`src/shared/cbie_consts.svh`:
```
`ifndef CBIE_CONSTS_SVH
`define CBIE_CONSTS_SVH
// Register byte addresses (word aligned)
`define CBIE_ADDR_PERIPH_EN 12'h000
`define CBIE_ADDR_TX_BUF_EN 12'h004
`define CBIE_ADDR_BUF_EN 12'h008
`define CBIE_ADDR_CTRL 12'h00c
`define CBIE_ADDR_STATUS 12'h010
`define CBIE_ADDR_STATUS_M0 12'h014
`define CBIE_ADDR_STATUS_M1 12'h018
`define CBIE_ADDR_STATUS_M2 12'h01c
`define CBIE_ADDR_EVT_STAT 12'h020
`define CBIE_ADDR_EVT_CLR 12'h024
`define CBIE_ADDR_EVT_EN 12'h028
`define CBIE_ADDR_DIR 12'h02c
// Field positions and masks
`define CBIE_TXEN_MASK 8'h1c
`define CBIE_TXEN_LSB 2
`define CBIE_PE_TX_GRP 4
`define CBIE_PE_RX_GRP 1
`define CBIE_PE_FORCED0_MASK 8'h0c
// Reset values
`define CBIE_EN_RESET 8'h00
`endif

```
`src/shared/cbie_pkg.sv`:
```
`default_nettype none
package cbie_pkg;
   // Controller operating mode
   typedef enum logic [2:0]
   {
      CBIE_MODE0 = 3'b001,
      CBIE_MODE1 = 3'b010,
      CBIE_MODE2 = 3'b100
   } cbie_mode_t;
endpackage
`default_nettype wire

```
`src/shared/cbie_gate_if.sv`:
```
`timescale 1ns/1ps
`default_nettype none
interface cbie_gate_if;
   logic enh_mode;
   logic tx_grp_en;
   logic rx_grp_en;
   logic [2:0] tx_en;
   logic [7:0] buf_en;
   logic [5:0] prog_is_tx;
   logic [2:0] tx_raw;
   logic [7:0] buf_raw;
   logic [10:0] gated;
   modport ctl (output enh_mode, tx_grp_en, rx_grp_en, tx_en, buf_en, prog_is_tx,
      tx_raw, buf_raw, input gated);
   modport gate (input enh_mode, tx_grp_en, rx_grp_en, tx_en, buf_en, prog_is_tx,
      tx_raw, buf_raw, output gated);
endinterface
`default_nettype wire

```
`src/verilog/cbie_gate.sv`:
```
`timescale 1ns/1ps
`default_nettype none
module cbie_gate
(
   // Gating inputs and result
   cbie_gate_if.gate g
);
   // Dedicated transmit buffers gated by the transmit group enable
   genvar i;
   generate
      for (i = 0; i < 3; i++)
      begin : g_tx
         assign g.gated[i] = g.enh_mode & g.tx_grp_en & g.tx_en[i] & g.tx_raw[i];
      end
      // Dedicated receive buffers use the receive group
      for (i = 0; i < 2; i++)
      begin : g_rx
         assign g.gated[3+i] = g.enh_mode & g.rx_grp_en & g.buf_en[i] & g.buf_raw[i];
      end
      // Programmable buffers pick the group from their direction
      for (i = 0; i < 6; i++)
      begin : g_prog
         assign g.gated[5+i] = g.enh_mode & g.buf_en[2+i] & g.buf_raw[2+i] &
            (g.prog_is_tx[i] ? g.tx_grp_en : g.rx_grp_en);
      end
   endgenerate
endmodule
`default_nettype wire

```
`src/verilog/cbie_top.sv`:
```
`timescale 1ns/1ps
`default_nettype none
`include "cbie_consts.svh"
// Behaviour
// Transmit enable bits 4..2 writable
// Other transmit enable bits read zero
// Per-buffer enables work only in modes 1,2
// Transmit interrupt needs buffer and group enable
// Buffer enable bits 7..2 programmable buffers
// Buffer enable bits 1..0 dedicated receive
// Buffer enables forwarded only with group enable
// All enables clear at reset
// Status readable at mirror addresses
// Unmapped addresses read zero, ignore writes
// Transmit group gates all transmit buffers
// Receive group gates all receive buffers
// Peripheral transmit 1,0 enables forced zero; the code forces them in modes 1,2 only
// Programmable buffer gated by its direction
module cbie_top
(
   // Clock and reset
   input wire logic core_clk_in,
   input wire logic rst_in,
   // APB slave
   input wire logic psel_in,
   input wire logic penable_in,
   input wire logic pwrite_in,
   input wire logic [11:0] paddr_in,
   input wire logic [31:0] pwdata_in,
   output logic [31:0] prdata_out,
   output logic pready_out,
   output logic pslverr_out,
   // Buffer events from the protocol engine, one-cycle pulses
   input wire logic [2:0] tx_done_in,
   input wire logic [7:0] buf_event_in,
   // Controller status from the protocol engine
   input wire logic [7:0] ctrl_status_in,
   // Interrupt
   output logic irq_out
);
   logic [7:0] periph_en_q;
   logic [7:0] tx_en_q;
   logic [7:0] buf_en_q;
   logic [1:0] mode_sel_q;
   logic [5:0] dir_q;
   logic [10:0] evt_stat_q;
   logic [10:0] evt_en_q;
   logic [10:0] evt_set;
   logic [10:0] evt_clr;
   logic [31:0] rdata_d;
   logic wr_en;
   logic rd_en;
   logic irq_d;
   cbie_pkg::cbie_mode_t mode;
   cbie_gate_if gi ();

   // Write strobe in the access phase, read strobe in setup; slave answers with zero wait states
   assign wr_en = psel_in & penable_in & pwrite_in;
   assign rd_en = psel_in & ~penable_in & ~pwrite_in;

   // Mode decode from the control register
   always_comb
   begin
      unique case (mode_sel_q)
         2'd1: mode = cbie_pkg::CBIE_MODE1;
         2'd2: mode = cbie_pkg::CBIE_MODE2;
         default: mode = cbie_pkg::CBIE_MODE0;
      endcase
   end

   // Gating connections
   assign gi.enh_mode = (mode != cbie_pkg::CBIE_MODE0);
   assign gi.tx_grp_en = periph_en_q[`CBIE_PE_TX_GRP];
   assign gi.rx_grp_en = periph_en_q[`CBIE_PE_RX_GRP];
   assign gi.tx_en = tx_en_q[4:2];
   assign gi.buf_en = buf_en_q;
   assign gi.prog_is_tx = dir_q;
   assign gi.tx_raw = tx_done_in;
   assign gi.buf_raw = buf_event_in;

   cbie_gate u_gate
   (
      .g(gi.gate)
   );

   // Peripheral enable register; transmit 1,0 enables forced low in enhanced modes
   always_ff @(posedge core_clk_in or posedge rst_in)
   begin
      if (rst_in)
         periph_en_q <= `CBIE_EN_RESET;
      else if (wr_en && paddr_in == `CBIE_ADDR_PERIPH_EN)
         periph_en_q <= gi.enh_mode ? (pwdata_in[7:0] & ~`CBIE_PE_FORCED0_MASK)
            : pwdata_in[7:0];
      else if (gi.enh_mode)
         periph_en_q <= periph_en_q & ~`CBIE_PE_FORCED0_MASK;
   end

   // Transmit buffer enables, only bits 4..2 exist
   always_ff @(posedge core_clk_in or posedge rst_in)
   begin
      if (rst_in)
         tx_en_q <= `CBIE_EN_RESET;
      else if (wr_en && paddr_in == `CBIE_ADDR_TX_BUF_EN && gi.enh_mode)
         tx_en_q <= pwdata_in[7:0] & `CBIE_TXEN_MASK;
   end

   // Buffer enables: programmable 7..2, dedicated receive 1..0
   always_ff @(posedge core_clk_in or posedge rst_in)
   begin
      if (rst_in)
         buf_en_q <= `CBIE_EN_RESET;
      else if (wr_en && paddr_in == `CBIE_ADDR_BUF_EN && gi.enh_mode)
         buf_en_q <= pwdata_in[7:0];
   end

   // Mode and programmable buffer direction registers
   always_ff @(posedge core_clk_in or posedge rst_in)
   begin
      if (rst_in)
      begin
         mode_sel_q <= 2'h0;
         dir_q <= 6'h00;
      end
      else if (wr_en && paddr_in == `CBIE_ADDR_CTRL)
         mode_sel_q <= (pwdata_in[1:0] == 2'h3) ? 2'h0 : pwdata_in[1:0];
      else if (wr_en && paddr_in == `CBIE_ADDR_DIR)
         dir_q <= pwdata_in[5:0];
   end

   // Sticky interrupt status; a new event wins over a clear
   assign evt_set = gi.gated;
   assign evt_clr = (wr_en && paddr_in == `CBIE_ADDR_EVT_CLR) ? pwdata_in[10:0] : 11'h000;
   always_ff @(posedge core_clk_in or posedge rst_in)
   begin
      if (rst_in)
         evt_stat_q <= 11'h000;
      else
         evt_stat_q <= (evt_stat_q & ~evt_clr) | evt_set;
   end

   // Interrupt enable register
   always_ff @(posedge core_clk_in or posedge rst_in)
   begin
      if (rst_in)
         evt_en_q <= 11'h000;
      else if (wr_en && paddr_in == `CBIE_ADDR_EVT_EN)
         evt_en_q <= pwdata_in[10:0];
   end

   // Read mux; mirrors return the status, unmapped reads zero
   always_comb
   begin
      rdata_d = 32'h0000_0000;
      unique case (paddr_in)
         `CBIE_ADDR_PERIPH_EN: rdata_d = {24'h0, periph_en_q};
         `CBIE_ADDR_TX_BUF_EN: rdata_d = {24'h0, tx_en_q & `CBIE_TXEN_MASK};
         `CBIE_ADDR_BUF_EN: rdata_d = {24'h0, buf_en_q};
         `CBIE_ADDR_CTRL: rdata_d = {30'h0, mode_sel_q};
         `CBIE_ADDR_STATUS,
         `CBIE_ADDR_STATUS_M0,
         `CBIE_ADDR_STATUS_M1,
         `CBIE_ADDR_STATUS_M2: rdata_d = {24'h0, ctrl_status_in};
         `CBIE_ADDR_EVT_STAT: rdata_d = {21'h0, evt_stat_q};
         `CBIE_ADDR_EVT_EN: rdata_d = {21'h0, evt_en_q};
         `CBIE_ADDR_DIR: rdata_d = {26'h0, dir_q};
         default: rdata_d = 32'h0000_0000;
      endcase
   end

   // Read data registered in setup so it is valid in the access phase
   always_ff @(posedge core_clk_in or posedge rst_in)
   begin
      if (rst_in)
         prdata_out <= 32'h0000_0000;
      else if (rd_en)
         prdata_out <= rdata_d;
   end

   // Fixed bus answer flags
   always_ff @(posedge core_clk_in or posedge rst_in)
   begin
      if (rst_in)
      begin
         pready_out <= 1'b0;
         pslverr_out <= 1'b0;
      end
      else
      begin
         pready_out <= 1'b1;
         pslverr_out <= 1'b0;
      end
   end

   // Interrupt line
   assign irq_d = |(evt_stat_q & evt_en_q);
   always_ff @(posedge core_clk_in or posedge rst_in)
   begin
      if (rst_in)
         irq_out <= 1'b0;
      else
         irq_out <= irq_d;
   end

   // Checks
   txgate_needs_grp_a: assert property (@(posedge core_clk_in) disable iff (rst_in)
      (gi.gated[2:0] != 3'h0) |-> (gi.tx_grp_en && gi.enh_mode))
      else $error("tx interrupt passed without group enable");
   txen_reserved_a: assert property (@(posedge core_clk_in) disable iff (rst_in)
      (tx_en_q & ~`CBIE_TXEN_MASK) == 8'h00)
      else $error("tx enable reserved bit set");
   txen_write_a: assert property (@(posedge core_clk_in) disable iff (rst_in)
      (wr_en && paddr_in == `CBIE_ADDR_TX_BUF_EN && gi.enh_mode)
      |=> tx_en_q[4:2] == $past(pwdata_in[4:2]))
      else $error("tx enable write lost");
   mode0_noupd_a: assert property (@(posedge core_clk_in) disable iff (rst_in)
      (!gi.enh_mode && !$past(gi.enh_mode)) |-> (gi.gated == 11'h000))
      else $error("interrupt forwarded in mode 0");
   buf_write_a: assert property (@(posedge core_clk_in) disable iff (rst_in)
      (wr_en && paddr_in == `CBIE_ADDR_BUF_EN && gi.enh_mode)
      |=> buf_en_q == $past(pwdata_in[7:0]))
      else $error("buffer enable write lost");
   rxgate_needs_grp_a: assert property (@(posedge core_clk_in) disable iff (rst_in)
      (gi.gated[4:3] != 2'h0) |-> (gi.rx_grp_en && buf_en_q[1:0] != 2'h0))
      else $error("rx interrupt passed without enables");
   forced_zero_a: assert property (@(posedge core_clk_in) disable iff (rst_in)
      $past(gi.enh_mode) && gi.enh_mode |-> (periph_en_q & `CBIE_PE_FORCED0_MASK) == 8'h00)
      else $error("forced transmit enables not zero");
   mirror_read_a: assert property (@(posedge core_clk_in) disable iff (rst_in)
      (rd_en && paddr_in == `CBIE_ADDR_STATUS_M1) |=> prdata_out == {24'h0, $past(ctrl_status_in)})
      else $error("status mirror mismatch");
   unmapped_a: assert property (@(posedge core_clk_in) disable iff (rst_in)
      (rd_en && paddr_in > `CBIE_ADDR_DIR) |=> prdata_out == 32'h0000_0000)
      else $error("unmapped read not zero");
   prog_dir_a: assert property (@(posedge core_clk_in) disable iff (rst_in)
      gi.gated[5] |-> (dir_q[0] ? gi.tx_grp_en : gi.rx_grp_en))
      else $error("programmable buffer wrong group");
   irq_follow_a: assert property (@(posedge core_clk_in) disable iff (rst_in)
      ##1 irq_out == $past(irq_d))
      else $error("irq does not follow enabled status");
   // Group enables gate every buffer of their direction
   txgrp_all_a: assert property (@(posedge core_clk_in) disable iff (rst_in)
      !gi.tx_grp_en |-> ((gi.gated[2:0] == 3'h0) && ((gi.gated[10:5] & dir_q) == 6'h00)))
      else $error("transmit buffer interrupt with group off");
   rxgrp_all_a: assert property (@(posedge core_clk_in) disable iff (rst_in)
      !gi.rx_grp_en |-> ((gi.gated[4:3] == 2'h0) && ((gi.gated[10:5] & ~dir_q) == 6'h00)))
      else $error("receive buffer interrupt with group off");
   evt_sticky_a: assert property (@(posedge core_clk_in) disable iff (rst_in)
      (gi.gated != 11'h000) |=> ((evt_stat_q & $past(gi.gated)) == $past(gi.gated)))
      else $error("event lost against a clear");
endmodule
`default_nettype wire
```
`config.mk`:
```
export PLATFORM = sky130hd
export DESIGN_NAME = cbie_top
export DESIGN_NICKNAME = d
export VERILOG_FILES = /design/src/shared/cbie_pkg.sv /design/src/shared/cbie_gate_if.sv /design/src/verilog/cbie_gate.sv /design/src/verilog/cbie_top.sv
export VERILOG_INCLUDE_DIRS = /design/src /design/src/shared
export SDC_FILE = /design/constraint.sdc
export NUM_CORES = 1
export LEC_CHECK = 0
export BUFFER_PORTS_ARGS = -buffer_cell sky130_fd_sc_hd__buf_4
export CORE_ASPECT_RATIO = 1.2
export CORE_MARGIN = 5
export CORE_UTILIZATION = 37
export CTS_CLUSTER_SIZE = 14
export DETAILED_ROUTE_END_ITERATION = 8
export PLACE_DENSITY = 0.65
export SLEW_MARGIN = 20
export SYNTH_ARGS = -nofsm -noshare
export SYNTH_HDL_FRONTEND = slang
export SYNTH_HIERARCHICAL = 1
export SYNTH_SLANG_ARGS = --single-unit
```
`constraint.sdc`:
```
create_clock -name core_clk_in -period 2.73 [get_ports core_clk_in]
set_clock_uncertainty 0.05 [all_clocks]
set_input_delay 0.546 -clock core_clk_in [delete_from_list [all_inputs] [get_ports core_clk_in]]
set_output_delay 0.546 -clock core_clk_in [all_outputs]
set_load 0.1 [all_outputs]
```
* Word level (Yosys, flattened, before mapping)
Index checks and enable logic that the tools add are counted.
** Storage, ports and cells
- Register bits after elaboration :: 83
- Logic and storage cells :: 94
** Operators by class
- Reductions and logical operators :: 14
- Bitwise operators :: 41
- Eq/ne operators :: 15
- Muxes and demuxes :: 13
** Operators by type and width (count)
- $pmux W11 S8 :: 1
- $eq A12 B5 Y1 const B :: 4
- $eq A12 B6 Y1 const B :: 4
- $and A1 B1 Y1 :: 34
- $eq A12 B4 Y1 const B :: 2
- $and A11 B11 Y11 :: 2
- $eq A12 B3 Y1 const B :: 1
- $logic_not A12 Y1 :: 1
- $mux W11 :: 1
- $not A11 Y11 :: 1
- $or A11 B11 Y11 :: 1
- $reduce_or A11 Y1 :: 1
- $logic_and A1 B1 Y1 :: 9
- $mux W4 :: 2
- $mux W8 :: 1
- $mux W1 :: 6
- $pmux W3 S2 :: 1
- $eq A2 B2 Y1 const B :: 2
- $reduce_or A4 Y1 :: 1
- $ne A3 B1 Y1 const B :: 1
- $not A1 Y1 :: 3
- $eq A2 B1 Y1 const B :: 1
- $mux W2 :: 1
- $reduce_and A2 Y1 :: 1
- $reduce_bool A2 Y1 :: 1

* Longest topological paths before layout
Gate-level depths: netlist of the first run.
- Word-level depth :: 7
- Mapped depth :: 6

* Cells and area by module
Netlist of the first run, hierarchy kept.
** Modules (own cells, without submodules)
- cbie_top :: times used 1, seq. area each 1551.5 µm², cells an instance 304, area an instance 3363.2 µm²
- cbie_gate :: times used 1, seq. area each 0.0 µm², cells an instance 25, area an instance 166.4 µm²

* Worst setup path after synthesis of the first run
No wires, ideal clock.
- Path type :: input to register
- Start point :: input port paddr_in[7]
- End point :: register buf_en_q[0]
- Setup slack :: 0.363 ns
- Arrival time :: 2.192 ns
- Buffers on the path :: 1
- Stages :: 5
- Required time :: 2.555 ns
- Library setup time :: 0.125 ns
- Path through :: or4_4 or2_4 buf_6 nor3_4 mux2_2
** On the way
- Longest elaborated chain between the ends :: 3
** RTL lines
- start, declared :: RTL line cbie_top.sv:28 : input wire logic [11:0] paddr_in,
- $eq A12 B4 Y1
- $logic_and A1 B1 Y1 (no source line)
- $logic_and A1 B1 Y1 :: RTL line cbie_top.sv:112 : else if (wr_en && paddr_in == `CBIE_ADDR_BUF_EN && gi.enh_mode)
- end signal, assigned :: RTL line cbie_top.sv:111 : buf_en_q <= `CBIE_EN_RESET;
- end signal, assigned :: RTL line cbie_top.sv:113 : buf_en_q <= pwdata_in[7:0];
- end, declared :: RTL line cbie_top.sv:43 : logic [7:0] buf_en_q;
No other way between the ends.
A chain may end at the register's enable or synchronous reset.

* Final worst setup path of the first run
- Start point :: input port paddr_in[7]
- End point :: register periph_en_q[4]
** On the way
- Longest elaborated chain between the ends :: 2
** RTL lines
- $logic_not A12 Y1
- $logic_and A1 B1 Y1 (no source line)
- end signal, assigned :: RTL line cbie_top.sv:90 : periph_en_q <= `CBIE_EN_RESET;
- end signal, assigned :: RTL line cbie_top.sv:92 : periph_en_q <= gi.enh_mode ? (pwdata_in[7:0] & ~`CBIE_PE_FORCED0_MASK)
- end signal, assigned :: RTL line cbie_top.sv:95 : periph_en_q <= periph_en_q & ~`CBIE_PE_FORCED0_MASK;
- end, declared :: RTL line cbie_top.sv:41 : logic [7:0] periph_en_q;
No other way between the ends.

==> results.py, run 1 <==
metrics = {
    "status": {
        "status": "finished clean",
    },
    "job": {
        "drv_cap": 0,
    },
    "detailed_routing": {
        "vias": 2953,
        "wire_per_inst_um": 19.7,
        "firstDrtPassIters": 5,
        "antenna_left": 0,
        "wl_um": 10200,
        "drt_iter0_markers": 210,
        "drcViolationCount": 0,
        "vias_per_cell": 5.69,
    },
    "yosys": {
        "yosysSeqAreaShare": 0.440,
        "yosysTopAreaCell": "dfrtp_1",
        "ys_ff_latch": 62,
        "netlist_area_mm2": 0.00353,
        "yosysWarningCount": 6,
        "synthCells": 329,
        "postSynthAreaPerCell_um2": 10.7,
        "yosysMostFrequentCell": "dfrtp_1",
        "synthTopCellsByArea": "dfrtp_1 44%, mux2_2 12%, buf_4 4.9%, mux2i_1 4.0%, nand3_1 3.5%",
        "yosys-top-cells-count": "62 x dfrtp_1, 39 x mux2_2, 25 x nand3_1",
        "async_flop_share": 1.00,
        "synth.distinct_cells": 54,
        "synth-edff-count": 0,
        "synth.top_cell.area_share": 0.440,
        "synthFlopType": "dfrtp_1",
    },
    "layout": {
        "syn2layout_area_growth_pct": 22.4,
        "fillers": 885,
        "drive_gt1_frac": 0.341,
        "nNetsFinal": 459,
        "fin_util": 0.459,
        "antennaDiodeCount": 0,
        "design_area_mm2": 0.00432,
    },
    "power_and_ir_drop": {
        "p_int_mw": 1.72,
        "switching_share": 0.297,
        "p_clk_frac": 0.447,
        "ir_drop_mv": 0.263,
        "p_leak_nw": 2.06,
        "p_comb_frac": 0.169,
        "p_per_area_mw_per_mm2": 566,
        "switchingPower_mw": 0.726,
        "power_frac_seq": 0.384,
    },
    "worst_hold_path": {
        "hold_class": "in -> async",
    },
    "clock_network": {
        "holdBufCountCts": 0,
        "ctsResizeCount": 0,
        "htree_levels": 3,
        "cts.sinks": 62,
        "clk_pin_slew_ps": 50,
        "cts_buffer_depth": 2,
        "root_buffer": "clkbuf_16",
        "clock_latency_ps": 330,
        "cts_tree": "yes",
        "postCtsSetupBuffers": 0,
        "numCtsBuffers": 9,
    },
    "sta": {
        "worstMarginPinSlew_ps": 798,
        "worst_slack_ps": 475,
        "fmax_mhz": 443,
        "holdWs_ps": 407,
        "rsz0062_at_grt": "no",
        "fin_tns_setup_ps": 0,
        "min_period_ps": 2250,
        "finalMaxSlewViolations": 0,
        "slew-limit-headroom": 0.468,
        "post-route-period-util": 0.826,
        "hold_viol_final": 0,
        "setup_violations": 0,
    },
    "global_routing": {
        "grt_pass1_vias": 2882,
        "grt_overflow": 0,
        "grt.total_usage": 0.179,
        "grt_max_degree": 63,
        "grt_pass1_wl_um": 15800,
        "antenna_found_initial": 0,
    },
    "floorplan": {
        "fp-row-count": 39,
        "ioPinCount": 103,
        "core-area_mm2": 0.00942,
        "dieArea_mm2": 0.0116,
        "die_width_um": 99.2,
        "start_util": 0.375,
        "chipHeight_um": 117,
    },
    "placement": {
        "post_dp_cell_area_mm2": 0.00404,
        "gp_congestion": 0.930,
        "io_buffers": 59,
        "place_ws_ps": 151,
        "place_hpwl_um": 7600,
    },
    "setup_path": {
        "cp-end-kind": "register",
        "critPathArrivalTime_ps": 2420,
        "critPathBufInv": 1,
        "crit_chain": "buf_4 > or4_4 > or2_4 > nor3_4 > mux2_2",
        "cpPeakStageDelay_ps": 530,
        "crit_type": "in -> reg",
        "cp-start-kind": "input port",
        "critical_path.top_delay_family": "simple AND/OR/NAND/NOR gates",
        "slowest_stage": "or4_4",
        "r2r-start": "mode_sel_q[0]$_DFFE_PP0P_",
        "cp.required_ps": 2890,
        "crit_start": "paddr_in[7]",
        "crit_fanout": 12,
    },
}
==> state kept, by name, indices dropped and copies added, names as in the netlist <==
register	flops
evt_en_q	11
evt_stat_q	11
prdata_out	11
buf_en_q	8
periph_en_q	8
dir_q	6
tx_en_q	3
mode_sel_q	2
irq_out	1
pready_out	1
==> layout make-up <==
cell class              instances  area [um2]  share of cell area
well taps                     123         154              0.0356
clock inverters                 4        47.5              0.0110
clock buffers                  12         236              0.0547
repair buffers                 70         538               0.125
inverters                       2        7.51             0.00174
multi-input cells             246        1790               0.413
flip-flops and latches         62        1550               0.359
==> cells in the final DEF, fill, tap and decap left out, types with 4 or more instances in the layout <==
master and instances:
o21ai_0 4, a221oi_1 7, nor2_1 19, nor3_1 8, and3_1 8, nor4_1 8
nor2b_1 4, a21oi_1 8, dfrtp_1 62, clkbuf_16 9, buf_4 69, conb_1 23
nand2_1 11, nand3_1 25, a32oi_1 4, mux2_2 39, a21o_1 11, mux2i_1 14
==> cell families after synthesis <==
group           Yosys count  share of synthesized area
compound gates           56                      0.120
mux                      53                      0.164
xor+xnor                  1                    0.00248
buf+inv                  42                     0.0769
other cells               2                    0.00213
flops                    62                      0.440
simple gates            113                      0.195
==> layer usage <==
| metal | share of wire | track usage |
|---|---|---|
| met1 | 0.38 | 0.216 |
| met2 | 0.49 | 0.298 |
| met3 | 0.084 | 0.0385 |
| met4 | 0.039 | 0.102 |
| met5 | 0 | 0 |
==> through the flow <==
stage                     total power [mW]  std cells
after floorplan                       1.28        350
final                                 2.45        519
after global routing                  2.53        519
after detailed placement              1.37        503
after CTS                             2.47        519
after global placement                1.37        503
==> worst paths after layout <==
path	to	slack, ps	cells after the start
hold reg to reg	prdata_out[7]$_DFFE_PP0P_	430	2
max in group asynchronous	periph_en_q[5]$_DFFE_PP0P_	1700	3
hold / removal	pready_out$_DFF_PP0_	410	3
min in group core_clk_in	evt_en_q[8]$_DFFE_PP0P_	420	2
setup / recovery	periph_en_q[4]$_DFFE_PP0P_	480	5
setup reg to reg	tx_en_q[2]$_DFFE_PP0P_	940	4
==> power by group through the flow <==
stage                     sequential, mW  clock, mW  combinational, mW
final                              0.940       1.09              0.414
after global routing               0.941       1.15              0.431
after CTS                          0.940       1.12              0.414
after detailed placement           0.956          0              0.413
after global placement             0.955          0              0.411
after floorplan                     1.05          0              0.231
==> worst min-delay path: cells and delay by family <==
kind	cells	cell delay [ps]
buffers and inverters	3	750
(Power assumes the default switching activity.)
==> inputs of run 2 (changes only) <==
Settings changed: PLACE_DENSITY 0.65 to 0.68.
Clock period 2.73 ns to 2 ns, I/O delays scaled along.
==> results.py, run 2 (same netlist as run 1, synthesis figures left out) <==
metrics = {
    "layout": {
        "drive_gt1_frac": 0.395,
        "layout_commonest_cell": "buf_4",
        "final_cell_mix": "88 x buf_4, 62 x dfrtp_1, 32 x mux2_4, 25 x nand3_1, 23 x conb_1",
        "reg_top3": "evt_en_q (11), evt_stat_q (11), prdata_out (11)",
        "antennaDiodeCount": 0,
        "finalNonFillerCells": 546,
        "syn2layout_area_growth_pct": 34.6,
        "nNetsFinal": 487,
    },
    "power_and_ir_drop": {
        "total_power_mw": 3.36,
        "ir_drop_mv": 0.352,
        "p_per_area_mw_per_mm2": 708,
        "p_leak_nw": 2.27,
    },
    "sta": {
        "setup_violations": 14,
        "rsz0062_at_grt": "yes",
        "finalMaxSlewViolations": 0,
        "fmax_mhz": 494,
        "worst_slack_ps": -22.4,
        "min_period_ps": 2020,
        "hold_viol_final": 0,
        "post-route-period-util": 1.01,
    },
    "detailed_routing": {
        "antenna_left": 0,
        "vias_per_cell": 5.58,
        "drt_iter0_markers": 245,
        "firstDrtPassIters": 5,
        "wl_um": 10800,
        "vias": 3049,
        "drcViolationCount": 0,
        "wire_per_inst_um": 19.8,
    },
    "global_routing": {
        "grt.total_usage": 0.191,
        "grt_max_degree": 63,
        "antenna_found_initial": 0,
        "grt_pass1_wl_um": 16800,
        "grt_overflow": 0,
        "grt_pass1_vias": 3072,
    },
    "clock_network": {
        "root_buffer": "clkbuf_16",
        "clk_pin_slew_ps": 50,
        "cts_buffer_depth": 2,
        "htree_levels": 3,
        "cts_tree": "yes",
        "numCtsBuffers": 9,
        "holdBufCountCts": 0,
        "clock_latency_ps": 330,
        "cts.sinks": 62,
    },
    "setup_path": {
        "reg2reg_depth": 5,
        "reg2reg_to": "tx_en_q[2]$_DFFE_PP0P_",
        "cp-end-kind": "register",
        "cp-start-kind": "input port",
        "critPathArrivalTime_ps": 2180,
        "crit_fanout": 6,
        "crit_start": "paddr_in[7]",
        "r2r_slack_ps": 180,
        "crit_type": "in -> reg",
        "cp.required_ps": 2160,
        "r2r-start": "mode_sel_q[0]$_DFFE_PP0P_",
    },
    "floorplan": {
        "start_util": 0.375,
        "ioPinCount": 103,
        "die_width_um": 99.2,
        "dieArea_mm2": 0.0116,
        "chipHeight_um": 117,
        "fp-row-count": 39,
        "core-area_mm2": 0.00942,
    },
    "worst_hold_path": {
        "hold_class": "in -> async",
    },
    "placement": {
        "dp_cells": 529,
        "place_hpwl_um": 7960,
        "gp_congestion": 0.919,
        "io_buffers": 59,
        "place_ws_ps": -383,
    },
    "job": {
        "drv_cap": 0,
    },
    "status": {
        "violations": "setup timing",
        "status": "finished, violations left",
    },
}
-- run 2: changes by cell type in the layout (fill, tap and decap cells not counted), moves of 2 or more --
| cell | change |
|---|---|
| or4_1 | -2 |
| clkbuf_8 | +4 |
| or4_4 | +2 |
| buf_6 | +6 |
| clkinv_2 | -2 |
| mux2_2 | -32 |
| mux2_4 | +32 |
| nor4_4 | +2 |
| buf_12 | +3 |
| buf_4 | +19 |
-- run 2: timing repair --
item,4_1_cts,5_1_grt
pin swaps,3,5
gates resized for setup,17,13
cloned,1,0
setup endpoints to repair,13,20
buffers inserted,1,0
-- run 2: layout make-up --
type / count / area, um2
clock buffer: 15 / 288
fill: 859 / 4670
inverter: 2 / 7.51
multi-input combinational: 246 / 1940
sequential: 62 / 1550
tap: 123 / 154
timing repair buffer: 98 / 808
-- run 2: through the flow --
step	setup TNS, ps	hold WS, ps	util	cell area, um2
5_1_grt	-395	115	0.504	4750
2_1_floorplan	-5910	413	-	3690
3_3_place_gp	-14060	417	0.460	4340
6_report	-229	89.7	0.504	4750
3_5_place_dp	-14400	423	0.460	4340
4_1_cts	-262	102	0.499	4700
-- run 2: layer usage --
metal,vias up,wire length [um],GRT usage
li1,1380,-,-
met1,1490,4340,0.235
met2,148,5230,0.313
met3,31,783,0.0504
met4,0,448,0.0929
met5,-,0,0
-- run 2: worst max-delay path by stage --
stage / end / slack [ps] / cells past startpoint
final: evt_en_q[5]$_DFFE_PP0P_ / -20 / 6
after global routing: evt_en_q[8]$_DFFE_PP0P_ / -40 / 6
after CTS: evt_en_q[3]$_DFFE_PP0P_ / -40 / 6
after detailed placement: mode_sel_q[0]$_DFFE_PP0P_ / -380 / 6
after global placement: evt_en_q[8]$_DFFE_PP0P_ / -350 / 6
after floorplan: buf_en_q[0]$_DFFE_PP0P_ / -200 / 5
-- run 2: power by group --
group | switching (mW) | total (mW) | internal [mW]
clock | 0.512 | 1.48 | 0.966
combinational | 0.457 | 0.599 | 0.142
sequential | 0.0100 | 1.28 | 1.27
-- run 2: worst max-delay path, stage by stage --
cell and delay (ps):
buf_6 90, or4_4 520, or2_4 320, nor4_4 330
buf_6 210, mux2_4 310
==> inputs of run 3 (changes only) <==
Settings changed: CORE_UTILIZATION 37 to 45, PLACE_DENSITY 0.68 to 0.79.
==> results.py, run 3 (same netlist as run 1, synthesis figures left out) <==
metrics = {
    "layout": {
        "antennaDiodeCount": 0,
        "syn2layout_area_growth_pct": 29.7,
        "fin_util": 0.597,
        "layout_commonest_cell": "buf_4",
        "final_cell_mix": "93 x buf_4, 62 x dfrtp_1, 26 x mux2_2, 25 x nand3_1, 23 x conb_1",
        "fillers": 607,
        "reg_top3": "evt_en_q (11), evt_stat_q (11), prdata_out (11)",
        "drive_gt1_frac": 0.396,
        "nNetsFinal": 487,
        "design_area_mm2": 0.00458,
    },
    "clock_network": {
        "cts_tree": "yes",
        "root_buffer": "clkbuf_8",
        "numCtsBuffers": 9,
        "clk_pin_slew_ps": 80,
        "htree_levels": 3,
        "holdBufCountCts": 0,
        "cts_buffer_depth": 2,
        "cts.sinks": 62,
        "clock_latency_ps": 350,
    },
    "setup_path": {
        "crit_fanout": 7,
        "r2r_slack_ps": 220,
        "critPathArrivalTime_ps": 2160,
        "cp.required_ps": 2180,
        "reg2reg_to": "tx_en_q[2]$_DFFE_PP0P_",
        "reg2reg_depth": 5,
        "crit_type": "in -> reg",
        "cp-start-kind": "input port",
        "cp-end-kind": "register",
        "r2r-start": "mode_sel_q[0]$_DFFE_PP0P_",
    },
    "global_routing": {
        "grt_pass1_vias": 3064,
        "busiest_layer": "met2",
        "antenna_found_initial": 0,
        "grt.total_usage": 0.216,
        "grtUsageMet3": 0.0547,
        "grt_overflow": 0,
        "grt_pass1_wl_um": 16500,
        "met2_usage": 0.353,
        "grt_max_degree": 39,
        "globalRouteMet1Util": 0.264,
    },
    "detailed_routing": {
        "vias_per_cell": 5.87,
        "firstDrtPassIters": 5,
        "wl_um": 10400,
        "drt_iter0_markers": 266,
        "antenna_left": 0,
        "drcViolationCount": 0,
        "vias": 3027,
        "wire_per_inst_um": 20.2,
    },
    "power_and_ir_drop": {
        "ir_drop_mv": 0.541,
        "p_per_area_mw_per_mm2": 719,
        "p_leak_nw": 2.23,
    },
    "floorplan": {
        "fp-row-count": 35,
        "ioPinCount": 103,
        "die_width_um": 90.8,
        "chipHeight_um": 107,
        "dieArea_mm2": 0.00972,
        "start_util": 0.461,
        "core-area_mm2": 0.00766,
    },
    "sta": {
        "fmax_mhz": 504,
        "worstMarginPinSlew_ps": 548,
        "setup_violations": 0,
        "min_period_ps": 1980,
        "post-route-period-util": 0.992,
        "slew-limit-headroom": 0.634,
        "rsz0062_at_grt": "no",
        "hold_viol_final": 0,
        "finalMaxSlewViolations": 0,
    },
    "status": {
        "status": "finished clean",
    },
    "placement": {
        "io_buffers": 59,
        "post_dp_cell_area_mm2": 0.00430,
        "place_hpwl_um": 7960,
        "gp_congestion": 0.913,
    },
    "worst_hold_path": {
        "hold_class": "in -> async",
    },
    "job": {
        "drv_cap": 0,
    },
}
==> run 3: through the flow <==
step | worst slack, ps | hold WS [ps] | total power [mW] | cells | TNS (ps)
after global routing | 7.12 | 79.1 | 3.39 | 516 | 0
after detailed placement | -380 | 425 | 1.89 | 498 | -13850
after CTS | 8.82 | 53.8 | 3.30 | 515 | 0
final | 15.8 | 42.5 | 3.29 | 516 | 0
after global placement | -371 | 414 | 1.89 | 498 | -13630
after floorplan | -202 | 413 | 1.75 | 350 | -5910
==> run 3: per-layer routing <==
| layer | vias up | share of wire |
|---|---|---|
| met4 | 0 | 0.038 |
| met3 | 26 | 0.073 |
| met5 | - | 0 |
| met2 | 152 | 0.50 |
| met1 | 1472 | 0.39 |
| li1 | 1377 | - |
==> run 3: cell type report <==
type / count / area [um2] / area share
Multi-Input combinational cell: 246 / 1860 / 0.407
Sequential cell: 62 / 1550 / 0.339
Timing Repair Buffer: 98 / 790 / 0.172
Clock inverter: 7 / 128 / 0.0279
Clock buffer: 9 / 124 / 0.0271
Tap cell: 92 / 115 / 0.0252
Inverter: 2 / 7.51 / 0.00164
==> run 3: report_power, final <==
part	internal [mW]	switching [mW]	total [mW]
clock network	0.847	0.574	1.42
logic	0.138	0.452	0.591
registers	1.27	0.00964	1.28
total	2.26	1.04	3.29
==> run 3: worst max path at each step <==
stage / start / end / slack (ps) / cells after the start
floorplan: paddr_in[7] / buf_en_q[0]$_DFFE_PP0P_ / -200 / 5
global placement: paddr_in[7] / evt_en_q[2]$_DFFE_PP0P_ / -370 / 6
detailed placement: paddr_in[7] / evt_en_q[5]$_DFFE_PP0P_ / -380 / 6
CTS: paddr_in[7] / evt_en_q[5]$_DFFE_PP0P_ / 9 / 6
global route: paddr_in[7] / periph_en_q[0]$_DFFE_PP0P_ / 7 / 7
finish: paddr_in[7] / periph_en_q[0]$_DFFE_PP0P_ / 20 / 7
==> run 3: repair_timing <==
| item | CTS | global route |
|---|---|---|
| resized for setup | 0 | 4 |
| buffers inserted | 1 | 0 |
| gates cloned | 0 | 1 |
| endpoints found under the setup margin | 13 | 14 |
| pin swaps | 0 | 2 |
==> run 3: worst max-delay path, cell delays in order <==
cell and delay [ps]:
buf_4 110, or4_4 530, or2_4 310, buf_4 180, nor3_4 170, buf_12 160
mux2_4 300
